<file path="src/design/csx_pkg.sv">
// Shared constants and types for the cross-space execute and map probe block.
package csx_pkg;

    // Word and bus geometry.
    localparam int WORD_W  = 36;
    localparam int HALF_W  = 18;
    localparam int BUS_AW  = 8;
    localparam int BUS_DW  = 32;
    localparam int PPN_W   = 13;
    localparam int SP_W    = 5;
    localparam int RLD_W   = 5;
    localparam int FAST_AW = 4;
    localparam int UPT_AW  = 9;
    localparam int BLK_W   = 2;
    localparam int AF_W    = 4;
    localparam int CO_W    = 18;

    // Probe opcode, octal 257.
    localparam logic [8:0] PROBE_OPCODE = 9'h0AF;

    // Machine bit n of a word sits at vector index 35-n.
    localparam int IDX_FAIL    = 17;
    localparam int IDX_P       = 16;
    localparam int IDX_W       = 15;
    localparam int IDX_S       = 14;
    localparam int IDX_NOMATCH = 13;

    // Conditions-out word (right half): pointer in bits 18-22, counter in 31-35.
    localparam int CO_SP_LSB  = 13;
    localparam int CO_RLD_LSB = 0;

    // Accumulator field holds bits 9-12; bit 11 is index 1, bit 12 is index 0.
    localparam int AF_WR = 1;
    localparam int AF_RD = 0;

    // Register offsets.
    localparam logic [BUS_AW-1:0] OFS_STATUS = 8'h00;
    localparam logic [BUS_AW-1:0] OFS_MASK   = 8'h04;
    localparam logic [BUS_AW-1:0] OFS_STACK  = 8'h08;
    localparam logic [BUS_AW-1:0] OFS_PROBE  = 8'h0C;
    localparam logic [BUS_AW-1:0] OFS_XCT    = 8'h10;

    // Stack register layout and execute-state readback layout.
    localparam int STK_RLD_LSB = 0;
    localparam int STK_SP_LSB  = 5;
    localparam int XCT_ACT_BIT = 2;

    // Status and mask bits.
    localparam int ST_W       = 4;
    localparam int ST_DONE    = 0;
    localparam int ST_FAIL    = 1;
    localparam int ST_NOMATCH = 2;
    localparam int ST_BYPASS  = 3;
    localparam logic [ST_W-1:0] ST_RESET = 4'h0;

    // Kind of instruction being executed and role of one of its references.
    typedef enum logic [2:0] {CLS_NOMEM, CLS_RD1, CLS_WR1, CLS_TWO,
                              CLS_BLKIN, CLS_BLKOUT, CLS_BYTE} csx_class_t;
    typedef enum logic [1:0] {ROLE_OTHER, ROLE_READ, ROLE_WRITE, ROLE_PTR} csx_role_t;
    typedef enum logic [1:0] {FT_EXEC, FT_SHADOW, FT_BLOCK, FT_STACK} csx_fast_t;

    // Result of one paging lookup.
    typedef struct packed {
        logic             match;
        logic             writeFail;
        logic             p;
        logic             w;
        logic             s;
        logic [PPN_W-1:0] ppn;
    } csx_map_t;

    // One memory reference offered for routing.
    typedef struct packed {
        csx_class_t         cls;
        csx_role_t          role;
        logic               fast;
        logic [FAST_AW-1:0] addr;
        logic               concealed;
    } csx_ref_t;

    // Routing decision for one reference.
    typedef struct packed {
        logic              valid;
        logic              toUser;
        csx_fast_t         fast;
        logic [BLK_W-1:0]  block;
        logic [UPT_AW-1:0] uptAddr;
        logic              pageFail;
    } csx_route_t;

endpackage

</file>
<file path="src/design/csx_map_probe.sv">
// Address translation probe and executive cross-space operand routing.
//
// Operation
// - Probe writes map entry to accumulator right half.
// - Probe never faults; bit 18 flags write failure.
// - Probe sets bit 22 when no match.
// - Both flags set means right half invalid.
// - Conditions ops and probe inspect associative entries.
// - Only operand references may leave executive space.
// - Field bits 11,12 select; ignored in user mode.
// - Bit 12 reads/RMW, bit 11 writes.
// - User-IO set: core and fast; clear: fast only.
// - User-IO set: shadow if block 0, else block.
// - User-IO clear: fast refs go to stack group.
// - Stack pointer forms top of 9-bit table address.
// - Bypass disabled makes supervisor user-space concealed access page fail.
// - Nested execute-indirect cancels the space effect.
// - Read bit governs read and same-location write-back.
// - Write-only instructions use the write bit.
// - Two-location: read bit source, write bit destination.
// - Block in write bit, out read bit.
// - Byte pointers executive; select bits hit final reference.
//
// Chosen here: the address-and-strobe port and the placing of the registers.
`timescale 1ns/10ps
`default_nettype none

module csx_map_probe (
    input  wire logic                         sys_clk,
    input  wire logic                         rst_n,
    input  wire logic [csx_pkg::BUS_AW-1:0]   busAddr,
    input  wire logic [csx_pkg::BUS_DW-1:0]   busWrData,
    input  wire logic                         busWr,
    input  wire logic                         busRd,
    output logic      [csx_pkg::BUS_DW-1:0]   busRdData,
    output logic                              irq,
    input  wire logic                         probeReq,
    input  wire logic [8:0]                   probeOpcode,
    input  wire csx_pkg::csx_map_t            probeMap,
    output logic                              probeUserSpace,
    output logic      [csx_pkg::WORD_W-1:0]   probeResult,
    output logic                              probeDone,
    output logic                              probeValid,
    input  wire logic                         condOutReq,
    input  wire logic [csx_pkg::CO_W-1:0]     condOutData,
    output logic      [csx_pkg::RLD_W-1:0]    amSelect,
    output logic      [csx_pkg::SP_W-1:0]     stackPtr,
    input  wire logic                         xctIssue,
    input  wire logic [csx_pkg::AF_W-1:0]     xctAcField,
    input  wire logic                         userMode,
    input  wire logic                         instrDone,
    input  wire logic                         userIo,
    input  wire logic [csx_pkg::BLK_W-1:0]    userBlock,
    input  wire logic                         supervisorMode,
    input  wire logic                         disableBypass,
    input  wire logic                         refValid,
    input  wire csx_pkg::csx_ref_t            refIn,
    output csx_pkg::csx_route_t               route
);

    // Decide whether one reference is steered by the select bits.
    // Pointer and non-operand roles never are, except block pointers.
    function automatic logic refSelected(input csx_pkg::csx_class_t c,
                                         input csx_pkg::csx_role_t  r,
                                         input logic [1:0]          s);
        logic rd;
        logic wr;
        rd = s[csx_pkg::AF_RD];
        wr = s[csx_pkg::AF_WR];
        refSelected = 1'b0;
        unique case (c)
            // Read bit also covers the write-back to the same word.
            csx_pkg::CLS_RD1: begin
                refSelected = rd & (r == csx_pkg::ROLE_READ | r == csx_pkg::ROLE_WRITE);
            end
            // Write-only instructions, the probe among them.
            csx_pkg::CLS_WR1: begin
                refSelected = wr & (r == csx_pkg::ROLE_WRITE);
            end
            // Source and destination take separate bits; byte pointers stay put.
            csx_pkg::CLS_TWO, csx_pkg::CLS_BYTE: begin
                if (r == csx_pkg::ROLE_READ) begin
                    refSelected = rd;
                end else if (r == csx_pkg::ROLE_WRITE) begin
                    refSelected = wr;
                end else begin
                    refSelected = 1'b0;
                end
            end
            // The block pointer follows its data transfer.
            csx_pkg::CLS_BLKIN: begin
                refSelected = wr & (r != csx_pkg::ROLE_OTHER);
            end
            csx_pkg::CLS_BLKOUT: begin
                refSelected = rd & (r != csx_pkg::ROLE_OTHER);
            end
            // No memory operands, or an unused code.
            default: begin
                refSelected = 1'b0;
            end
        endcase
    endfunction

    // Execute-indirect select state.
    logic [1:0] xctSel_q;    // Effective bit 11/12 selection for the target.
    logic [1:0] xctSel_d;
    logic       xctAct_q;    // An execute-indirect, issued in either mode, is in progress.
    logic       xctAct_d;

    // Stack pointer and reload counter.
    logic [csx_pkg::SP_W-1:0]  sp_q;
    logic [csx_pkg::SP_W-1:0]  sp_d;
    logic [csx_pkg::RLD_W-1:0] rld_q;
    logic [csx_pkg::RLD_W-1:0] rld_d;

    // Probe result state.
    logic [csx_pkg::WORD_W-1:0] probeWord_q;
    logic [csx_pkg::WORD_W-1:0] probeWord_d;
    logic                       probeDone_q;
    logic                       probeDone_d;
    logic                       probeValid_q;
    logic                       probeValid_d;

    // Routing state.
    csx_pkg::csx_route_t route_q;
    csx_pkg::csx_route_t route_d;

    // Register file state.
    logic [csx_pkg::ST_W-1:0]   status_q;
    logic [csx_pkg::ST_W-1:0]   status_d;
    logic [csx_pkg::ST_W-1:0]   mask_q;
    logic [csx_pkg::ST_W-1:0]   mask_d;
    logic [csx_pkg::BUS_DW-1:0] rdData_q;
    logic [csx_pkg::BUS_DW-1:0] rdData_d;

    // Event strobes into the status register.
    logic probeHit;          // A probe opcode was accepted this cycle.
    logic refSel;            // The offered reference is steered by the bits.
    logic refUser;           // The offered reference goes to user space.

    assign probeHit = probeReq & (probeOpcode == csx_pkg::PROBE_OPCODE);

    // Latch the field bits when an execute-indirect is issued.
    // A second issue while one is active is the inner of a pair: it clears
    // the selection so the third instruction runs entirely in executive space.
    always_comb begin
        xctSel_d = xctSel_q;
        xctAct_d = xctAct_q;
        if (xctIssue) begin
            if (xctAct_q) begin
                xctSel_d = 2'h0;
            end else if (userMode) begin
                xctSel_d = 2'h0;
            end else begin
                xctSel_d = {xctAcField[csx_pkg::AF_WR], xctAcField[csx_pkg::AF_RD]};
            end
            xctAct_d = 1'b1;
        end else if (instrDone) begin
            // End of the target instruction drops every space effect.
            xctSel_d = 2'h0;
            xctAct_d = 1'b0;
        end
    end

    // Register the execute-indirect state.
    always_ff @(posedge sys_clk or negedge rst_n) begin
        if (!rst_n) begin
            xctSel_q <= 2'h0;
            xctAct_q <= 1'b0;
        end else begin
            xctSel_q <= xctSel_d;
            xctAct_q <= xctAct_d;
        end
    end

    // Stack pointer and counter load from the conditions-out operation.
    // The port wins over a bus write in the same cycle, since the processor
    // operation is the architected path and software writes are diagnostic.
    always_comb begin
        sp_d  = sp_q;
        rld_d = rld_q;
        if (condOutReq) begin
            sp_d  = condOutData[csx_pkg::CO_SP_LSB +: csx_pkg::SP_W];
            rld_d = condOutData[csx_pkg::CO_RLD_LSB +: csx_pkg::RLD_W];
        end else if (busWr && busAddr == csx_pkg::OFS_STACK) begin
            sp_d  = busWrData[csx_pkg::STK_SP_LSB +: csx_pkg::SP_W];
            rld_d = busWrData[csx_pkg::STK_RLD_LSB +: csx_pkg::RLD_W];
        end
    end

    // Register the stack pointer and counter.
    always_ff @(posedge sys_clk or negedge rst_n) begin
        if (!rst_n) begin
            sp_q  <= '0;
            rld_q <= '0;
        end else begin
            sp_q  <= sp_d;
            rld_q <= rld_d;
        end
    end

    // The counter selects the associative entry that the conditions-in
    // operation reads; a probe of that page then returns its physical part.
    assign amSelect = rld_q;
    assign stackPtr = sp_q;

    // The probe is a write-only reference, so under an executive
    // execute-indirect with user-IO set the write bit picks the space it looks up.
    assign probeUserSpace = refSelected(csx_pkg::CLS_WR1, csx_pkg::ROLE_WRITE, xctSel_q)
                            & userIo;

    // Build the probe word.  The lookup failure is only reported, never
    // raised, so no page-fail path leaves this logic.
    always_comb begin
        probeWord_d  = probeWord_q;
        probeValid_d = probeValid_q;
        probeDone_d  = 1'b0;
        if (probeHit) begin
            probeWord_d                        = '0;
            probeWord_d[csx_pkg::IDX_FAIL]     = probeMap.writeFail;
            probeWord_d[csx_pkg::IDX_P]        = probeMap.p;
            probeWord_d[csx_pkg::IDX_W]        = probeMap.w;
            probeWord_d[csx_pkg::IDX_S]        = probeMap.s;
            probeWord_d[csx_pkg::IDX_NOMATCH]  = ~probeMap.match;
            probeWord_d[csx_pkg::PPN_W-1:0]    = probeMap.ppn;
            // A failure with a match still returns good map data.
            probeValid_d = ~(probeMap.writeFail & ~probeMap.match);
            probeDone_d  = 1'b1;
        end
    end

    // Register the probe outputs.
    always_ff @(posedge sys_clk or negedge rst_n) begin
        if (!rst_n) begin
            probeWord_q  <= '0;
            probeDone_q  <= 1'b0;
            probeValid_q <= 1'b0;
        end else begin
            probeWord_q  <= probeWord_d;
            probeDone_q  <= probeDone_d;
            probeValid_q <= probeValid_d;
        end
    end

    assign probeResult = probeWord_q;
    assign probeDone   = probeDone_q;
    assign probeValid  = probeValid_q;

    // Fetches, address calculation and accumulator references carry the
    // other role and so never qualify.  Core references qualify only with
    // user-IO set.
    assign refSel  = refValid & refSelected(refIn.cls, refIn.role, xctSel_q);
    assign refUser = refSel & (refIn.fast | userIo);

    // Route the offered reference, one cycle later.
    always_comb begin
        route_d         = '0;
        route_d.fast    = csx_pkg::FT_EXEC;
        route_d.valid   = refValid;
        route_d.toUser  = refUser;
        route_d.block   = userBlock;
        route_d.uptAddr = {sp_q, refIn.addr};
        if (refUser && refIn.fast) begin
            if (!userIo) begin
                route_d.fast = csx_pkg::FT_STACK;
            end else if (userBlock == '0) begin
                route_d.fast = csx_pkg::FT_SHADOW;
            end else begin
                route_d.fast = csx_pkg::FT_BLOCK;
            end
        end
        // The bypass lets supervisor code into the concealed area unless
        // the flag is set in the PC word.
        route_d.pageFail = refUser & refIn.concealed & supervisorMode
                           & disableBypass;
    end

    // Register the routing decision.
    always_ff @(posedge sys_clk or negedge rst_n) begin
        if (!rst_n) begin
            route_q <= '0;
        end else begin
            route_q <= route_d;
        end
    end

    assign route = route_q;

    // Status bits are sticky; a write of one clears, an event in the same
    // cycle wins so nothing is lost.
    always_comb begin
        status_d = status_q;
        mask_d   = mask_q;
        if (busWr && busAddr == csx_pkg::OFS_STATUS) begin
            status_d = status_q & ~busWrData[csx_pkg::ST_W-1:0];
        end
        if (busWr && busAddr == csx_pkg::OFS_MASK) begin
            mask_d = busWrData[csx_pkg::ST_W-1:0];
        end
        if (probeHit) begin
            status_d[csx_pkg::ST_DONE] = 1'b1;
        end
        if (probeHit && probeMap.writeFail) begin
            status_d[csx_pkg::ST_FAIL] = 1'b1;
        end
        if (probeHit && !probeMap.match) begin
            status_d[csx_pkg::ST_NOMATCH] = 1'b1;
        end
        if (route_d.pageFail) begin
            status_d[csx_pkg::ST_BYPASS] = 1'b1;
        end
    end

    // Read data for the cycle after the strobe; unmapped offsets read zero.
    always_comb begin
        rdData_d = '0;
        if (busRd) begin
            unique case (busAddr)
                csx_pkg::OFS_STATUS: rdData_d[csx_pkg::ST_W-1:0] = status_q;
                csx_pkg::OFS_MASK:   rdData_d[csx_pkg::ST_W-1:0] = mask_q;
                csx_pkg::OFS_STACK: begin
                    rdData_d[csx_pkg::STK_SP_LSB +: csx_pkg::SP_W]   = sp_q;
                    rdData_d[csx_pkg::STK_RLD_LSB +: csx_pkg::RLD_W] = rld_q;
                end
                csx_pkg::OFS_PROBE: begin
                    rdData_d[csx_pkg::HALF_W-1:0] = probeWord_q[csx_pkg::HALF_W-1:0];
                end
                csx_pkg::OFS_XCT: begin
                    rdData_d[1:0]                  = xctSel_q;
                    rdData_d[csx_pkg::XCT_ACT_BIT] = xctAct_q;
                end
                default: rdData_d = '0;
            endcase
        end
    end

    // Register the register file.
    always_ff @(posedge sys_clk or negedge rst_n) begin
        if (!rst_n) begin
            status_q <= csx_pkg::ST_RESET;
            mask_q   <= csx_pkg::ST_RESET;
            rdData_q <= '0;
        end else begin
            status_q <= status_d;
            mask_q   <= mask_d;
            rdData_q <= rdData_d;
        end
    end

    assign busRdData = rdData_q;

    // Level interrupt while any unmasked status bit stands.
    assign irq = |(status_q & mask_q);

endmodule // csx_map_probe

`default_nettype wire

</file>
<file path="config.mk">
export PLATFORM = sky130hd
export DESIGN_NAME = csx_map_probe
export DESIGN_NICKNAME = d
export VERILOG_FILES = /design/src/design/csx_pkg.sv /design/src/design/csx_map_probe.sv
export SDC_FILE = /design/constraint.sdc
export NUM_CORES = 1
export LEC_CHECK = 0
export BUFFER_PORTS_ARGS = -buffer_cell sky130_fd_sc_hd__buf_2
export CAP_MARGIN = 20
export CORE_MARGIN = 2
export CORE_UTILIZATION = 43
export DETAILED_ROUTE_END_ITERATION = 8
export GPL_ROUTABILITY_DRIVEN = 0
export PLACE_DENSITY = 0.79
export SLEW_MARGIN = 15
export SYNTH_ARGS = -nofsm -noshare
export SYNTH_HDL_FRONTEND = slang
export SYNTH_SLANG_ARGS = --single-unit
</file>
<file path="constraint.sdc">
create_clock -name sys_clk -period 1.41 [get_ports sys_clk]
set_input_delay 0.141 -clock sys_clk [delete_from_list [all_inputs] [get_ports sys_clk]]
set_output_delay 0.141 -clock sys_clk [all_outputs]
set_load 0.02 [all_outputs]
</file>
==> impl_metrics.py <==
metrics = {
    "outcome": {
        "status": "complete, no violations",
    },
    "timing": {
        "final_max_slew_viol_count": 0,
        "period_share_pct": 95.88,
        "fin_worst_skew_ns": 0.008249,
        "finalHoldViolCount": 0,
        "hold_ws_ns": 0.01422,
        "finalSetupViolCount": 0,
        "fmax_ghz": 0.7397,
        "post-route-min-period_ns": 1.352,
    },
    "drt": {
        "dr.first_iter.drc_count": 138,
        "drtAntennaViolNets": 0,
        "wl_um": 8331,
        "firstDrtPassIters": 5,
        "wl_per_cell_um": 14.98,
        "vias": 2675,
        "drc": 0,
        "vias_per_cell": 4.811,
    },
    "power": {
        "clkPwrFrac_pct": 35.9,
        "power.sequential.fraction_pct": 48.6,
        "p_total_mw": 4.747,
        "p_sw_mw": 1.293,
        "irDropWorstVdd_uv": 598.1,
        "intPower_mw": 3.454,
        "pwr-share-comb_pct": 15.5,
        "power.density_nw_per_um2": 1019,
        "power_leakage_nw": 2.596,
        "sw_frac_of_total_pct": 27.24,
    },
    "synth": {
        "synth_edf_count": 0,
        "async_flop_share_pct": 100.0,
        "synth_flop_cell": "dfrtp_1",
        "syn_avg_cell_area_um2": 12.65,
        "yosysWarnings": 0,
        "ys_seq_area_share_pct": 53.74,
        "netlist_instances": 276,
        "synth_cell_types": 43,
        "syn_area_um2": 3492,
        "ys_ff_latch": 75,
    },
    "min_path": {
        "holdPathEnd": "xctSel_q[1]$_DFFE_PN0P_",
        "hold_class": "primary input to flip-flop",
        "hp-start": "instrDone",
        "holdPathStages": 2,
    },
    "critical_path": {
        "crit-reg2reg-launch": "xctSel_q[1]$_DFFE_PN0P_",
        "r2r_slack_ns": 0.11,
        "slowest_delay_ns": 0.41,
        "path_class": "flip-flop to primary output",
        "end_kind": "primary output",
        "path_max_fanout": 3,
        "cp_cell_sequence": "a22oi_1, nand2_1, clkbuf_4",
        "required_ns": 1.27,
        "cp-start-kind": "flip-flop",
        "r2r_end": "route[12]$_DFF_PN0_",
        "cp_slowest_cell": "dfrtp_1",
        "reg2reg_depth": 3,
        "cp_data_arrival_time_ns": 1.21,
    },
    "floorplan": {
        "fp.dieH_um": 94.12,
        "start_util_pct": 44.73,
        "die_w_um": 94.12,
        "die-area_um2": 8858,
        "row_count": 32,
        "pin_count": 213,
        "core_um2": 7807,
    },
    "layout": {
        "register_area_um2": 1877,
        "layout-drive-gt1-share_pct": 51.98,
        "syn_to_final_growth_pct": 33.36,
        "antenna_cells": 0,
        "finish.utilization_pct": 59.65,
        "final_common_cell": "buf_2",
        "nNetsFinal": 567,
        "multi_input_area_um2": 1384,
        "fillers": 656,
        "final_cell_mix": "buf_2, dfrtp_1, conb_1",
    },
    "clock_tree": {
        "cts-htree-levels": 3,
        "insertion_delay_ns": 0.34,
        "cts_tree": "yes",
        "ctsRootBufferMaster": "clkbuf_8",
        "cts_inserted_buffers": 9,
        "clk_path_buf_depth": 2,
        "clk_pin_slew_ns": 0.08,
        "clock_sinks": 75,
    },
    "grt": {
        "grt_pass1_vias": 2634,
        "antenna_found_initial": 2,
        "gr-usage-all-layers_pct": 18.62,
        "grt_max_degree": 76,
        "grt_pass1_wl_um": 12520,
        "grt_overflow": 0,
    },
    "run": {
        "cap_violations": 0,
    },
    "placement": {
        "hpwlAfterDp_um": 6310,
        "port_buffers": 148,
    },
}
-- worst max-delay path, delay by kind of cell (launching register included) --
family                 cells  cell delay, ns
AND/OR/NAND/NOR            1            0.09
flip-flops                 1            0.41
buffers and inverters      1            0.18
AO/OA/AOI/OAI              1            0.19
-- kinds of logic after synthesis --
family,after synthesis,synth area share (%)
buf+inv,54,10.53
flops,75,53.74
mux,53,18.09
simple gates,64,11.36
other cells,1,0.1074
fa+ha+maj,3,1.075
compound gates,26,5.088
-- cells in the mapped netlist, types with 4 or more instances --
cell type,n,share of area [%]
mux2i_1,11,3.2
o21ai_0,6,0.86
mux2_2,31,10
buf_4,39,8.4
mux2_4,10,4.3
a21oi_1,4,0.57
dfrtp_1,75,54
nor3_1,4,0.57
inv_1,7,0.75
nand2b_1,4,0.72
nand2_1,8,0.86
nor2_1,21,2.3
nand3_1,4,0.57
and3_1,8,1.4
-- power groups by stage --
stage | clock network [mW] | registers (mW) | logic, mW
global placement | 0 | 2.35 | 0.696
finish | 1.70 | 2.31 | 0.737
global route | 1.86 | 2.32 | 0.800
CTS | 1.74 | 2.31 | 0.736
floorplan | 0 | 2.41 | 0.407
detailed placement | 0 | 2.35 | 0.714
-- per-stage QoR --
stage | TNS (ns) | cells | worst slack (ns) | cell area (µm²)
2_1_floorplan | -0.1160 | 307 | -0.01160 | 3625
3_3_place_gp | -3.050 | 528 | -0.1967 | 4327
3_5_place_dp | -4.325 | 528 | -0.2567 | 4327
4_1_cts | 0 | 553 | 0.0001765 | 4628
5_1_grt | -0.008000 | 556 | -0.008000 | 4657
6_report | 0 | 556 | 0.05814 | 4657
-- layout make-up --
cell class	instances	share of cell area (%)
flip-flops and latches	75	40.30
inverters	7	0.5642
well taps	102	2.740
clock inverters	6	1.585
repair buffers	178	22.14
clock buffers	10	2.955
multi-input cells	178	29.72
-- routing by layer --
layer | up-vias | GRT usage [%] | routed length, µm | share of wire, %
li1 | 1242 | - | - | -
met1 | 1289 | 21.83 | 3216 | 39
met2 | 136 | 32.92 | 4340 | 52
met3 | 6 | 5.618 | 708 | 8.5
met4 | 2 | 5.193 | 51 | 0.61
met5 | - | 0 | 13 | 0.16
-- worst max path at each step --
| stage | startpoint | endpoint | slack (ns) | depth (start not counted) |
|---|---|---|---|---|
| global placement | busAddr[1] | mask_q[2]$_DFFE_PN0P_ | -0.20 | 6 |
| CTS | xctSel_q[1]$_DFFE_PN0P_ | status_q[3]$_DFFE_PN0P_ | 0.0002 | 3 |
| global route | status_q[2]$_DFFE_PN0P_ | irq | -0.008 | 3 |
| detailed placement | refIn[7] | route[12]$_DFF_PN0_ | -0.26 | 7 |
| floorplan | probeOpcode[6] | probeResult[10]$_DFFE_PN0P_ | -0.01 | 4 |
| finish | status_q[2]$_DFFE_PN0P_ | irq | 0.06 | 3 |
-- registers in the layout (all words and copies together) (netlist names), 2 cells and up --
| name | flops |
|---|---|
| mask_q | 4 |
| route | 16 |
| xctSel_q | 2 |
| probeResult | 18 |
| busRdData | 18 |
| status_q | 4 |
| stackPtr | 5 |
| amSelect | 5 |
-- repair_timing --
action	4_1_cts	5_1_grt
setup buffers	0	3
endpoints found under the setup margin	0	4
endpoints found under the hold margin	83	0
resized for setup	0	3
hold buffers	9	0
No activity file was read; power rests on OpenSTA's default activity.
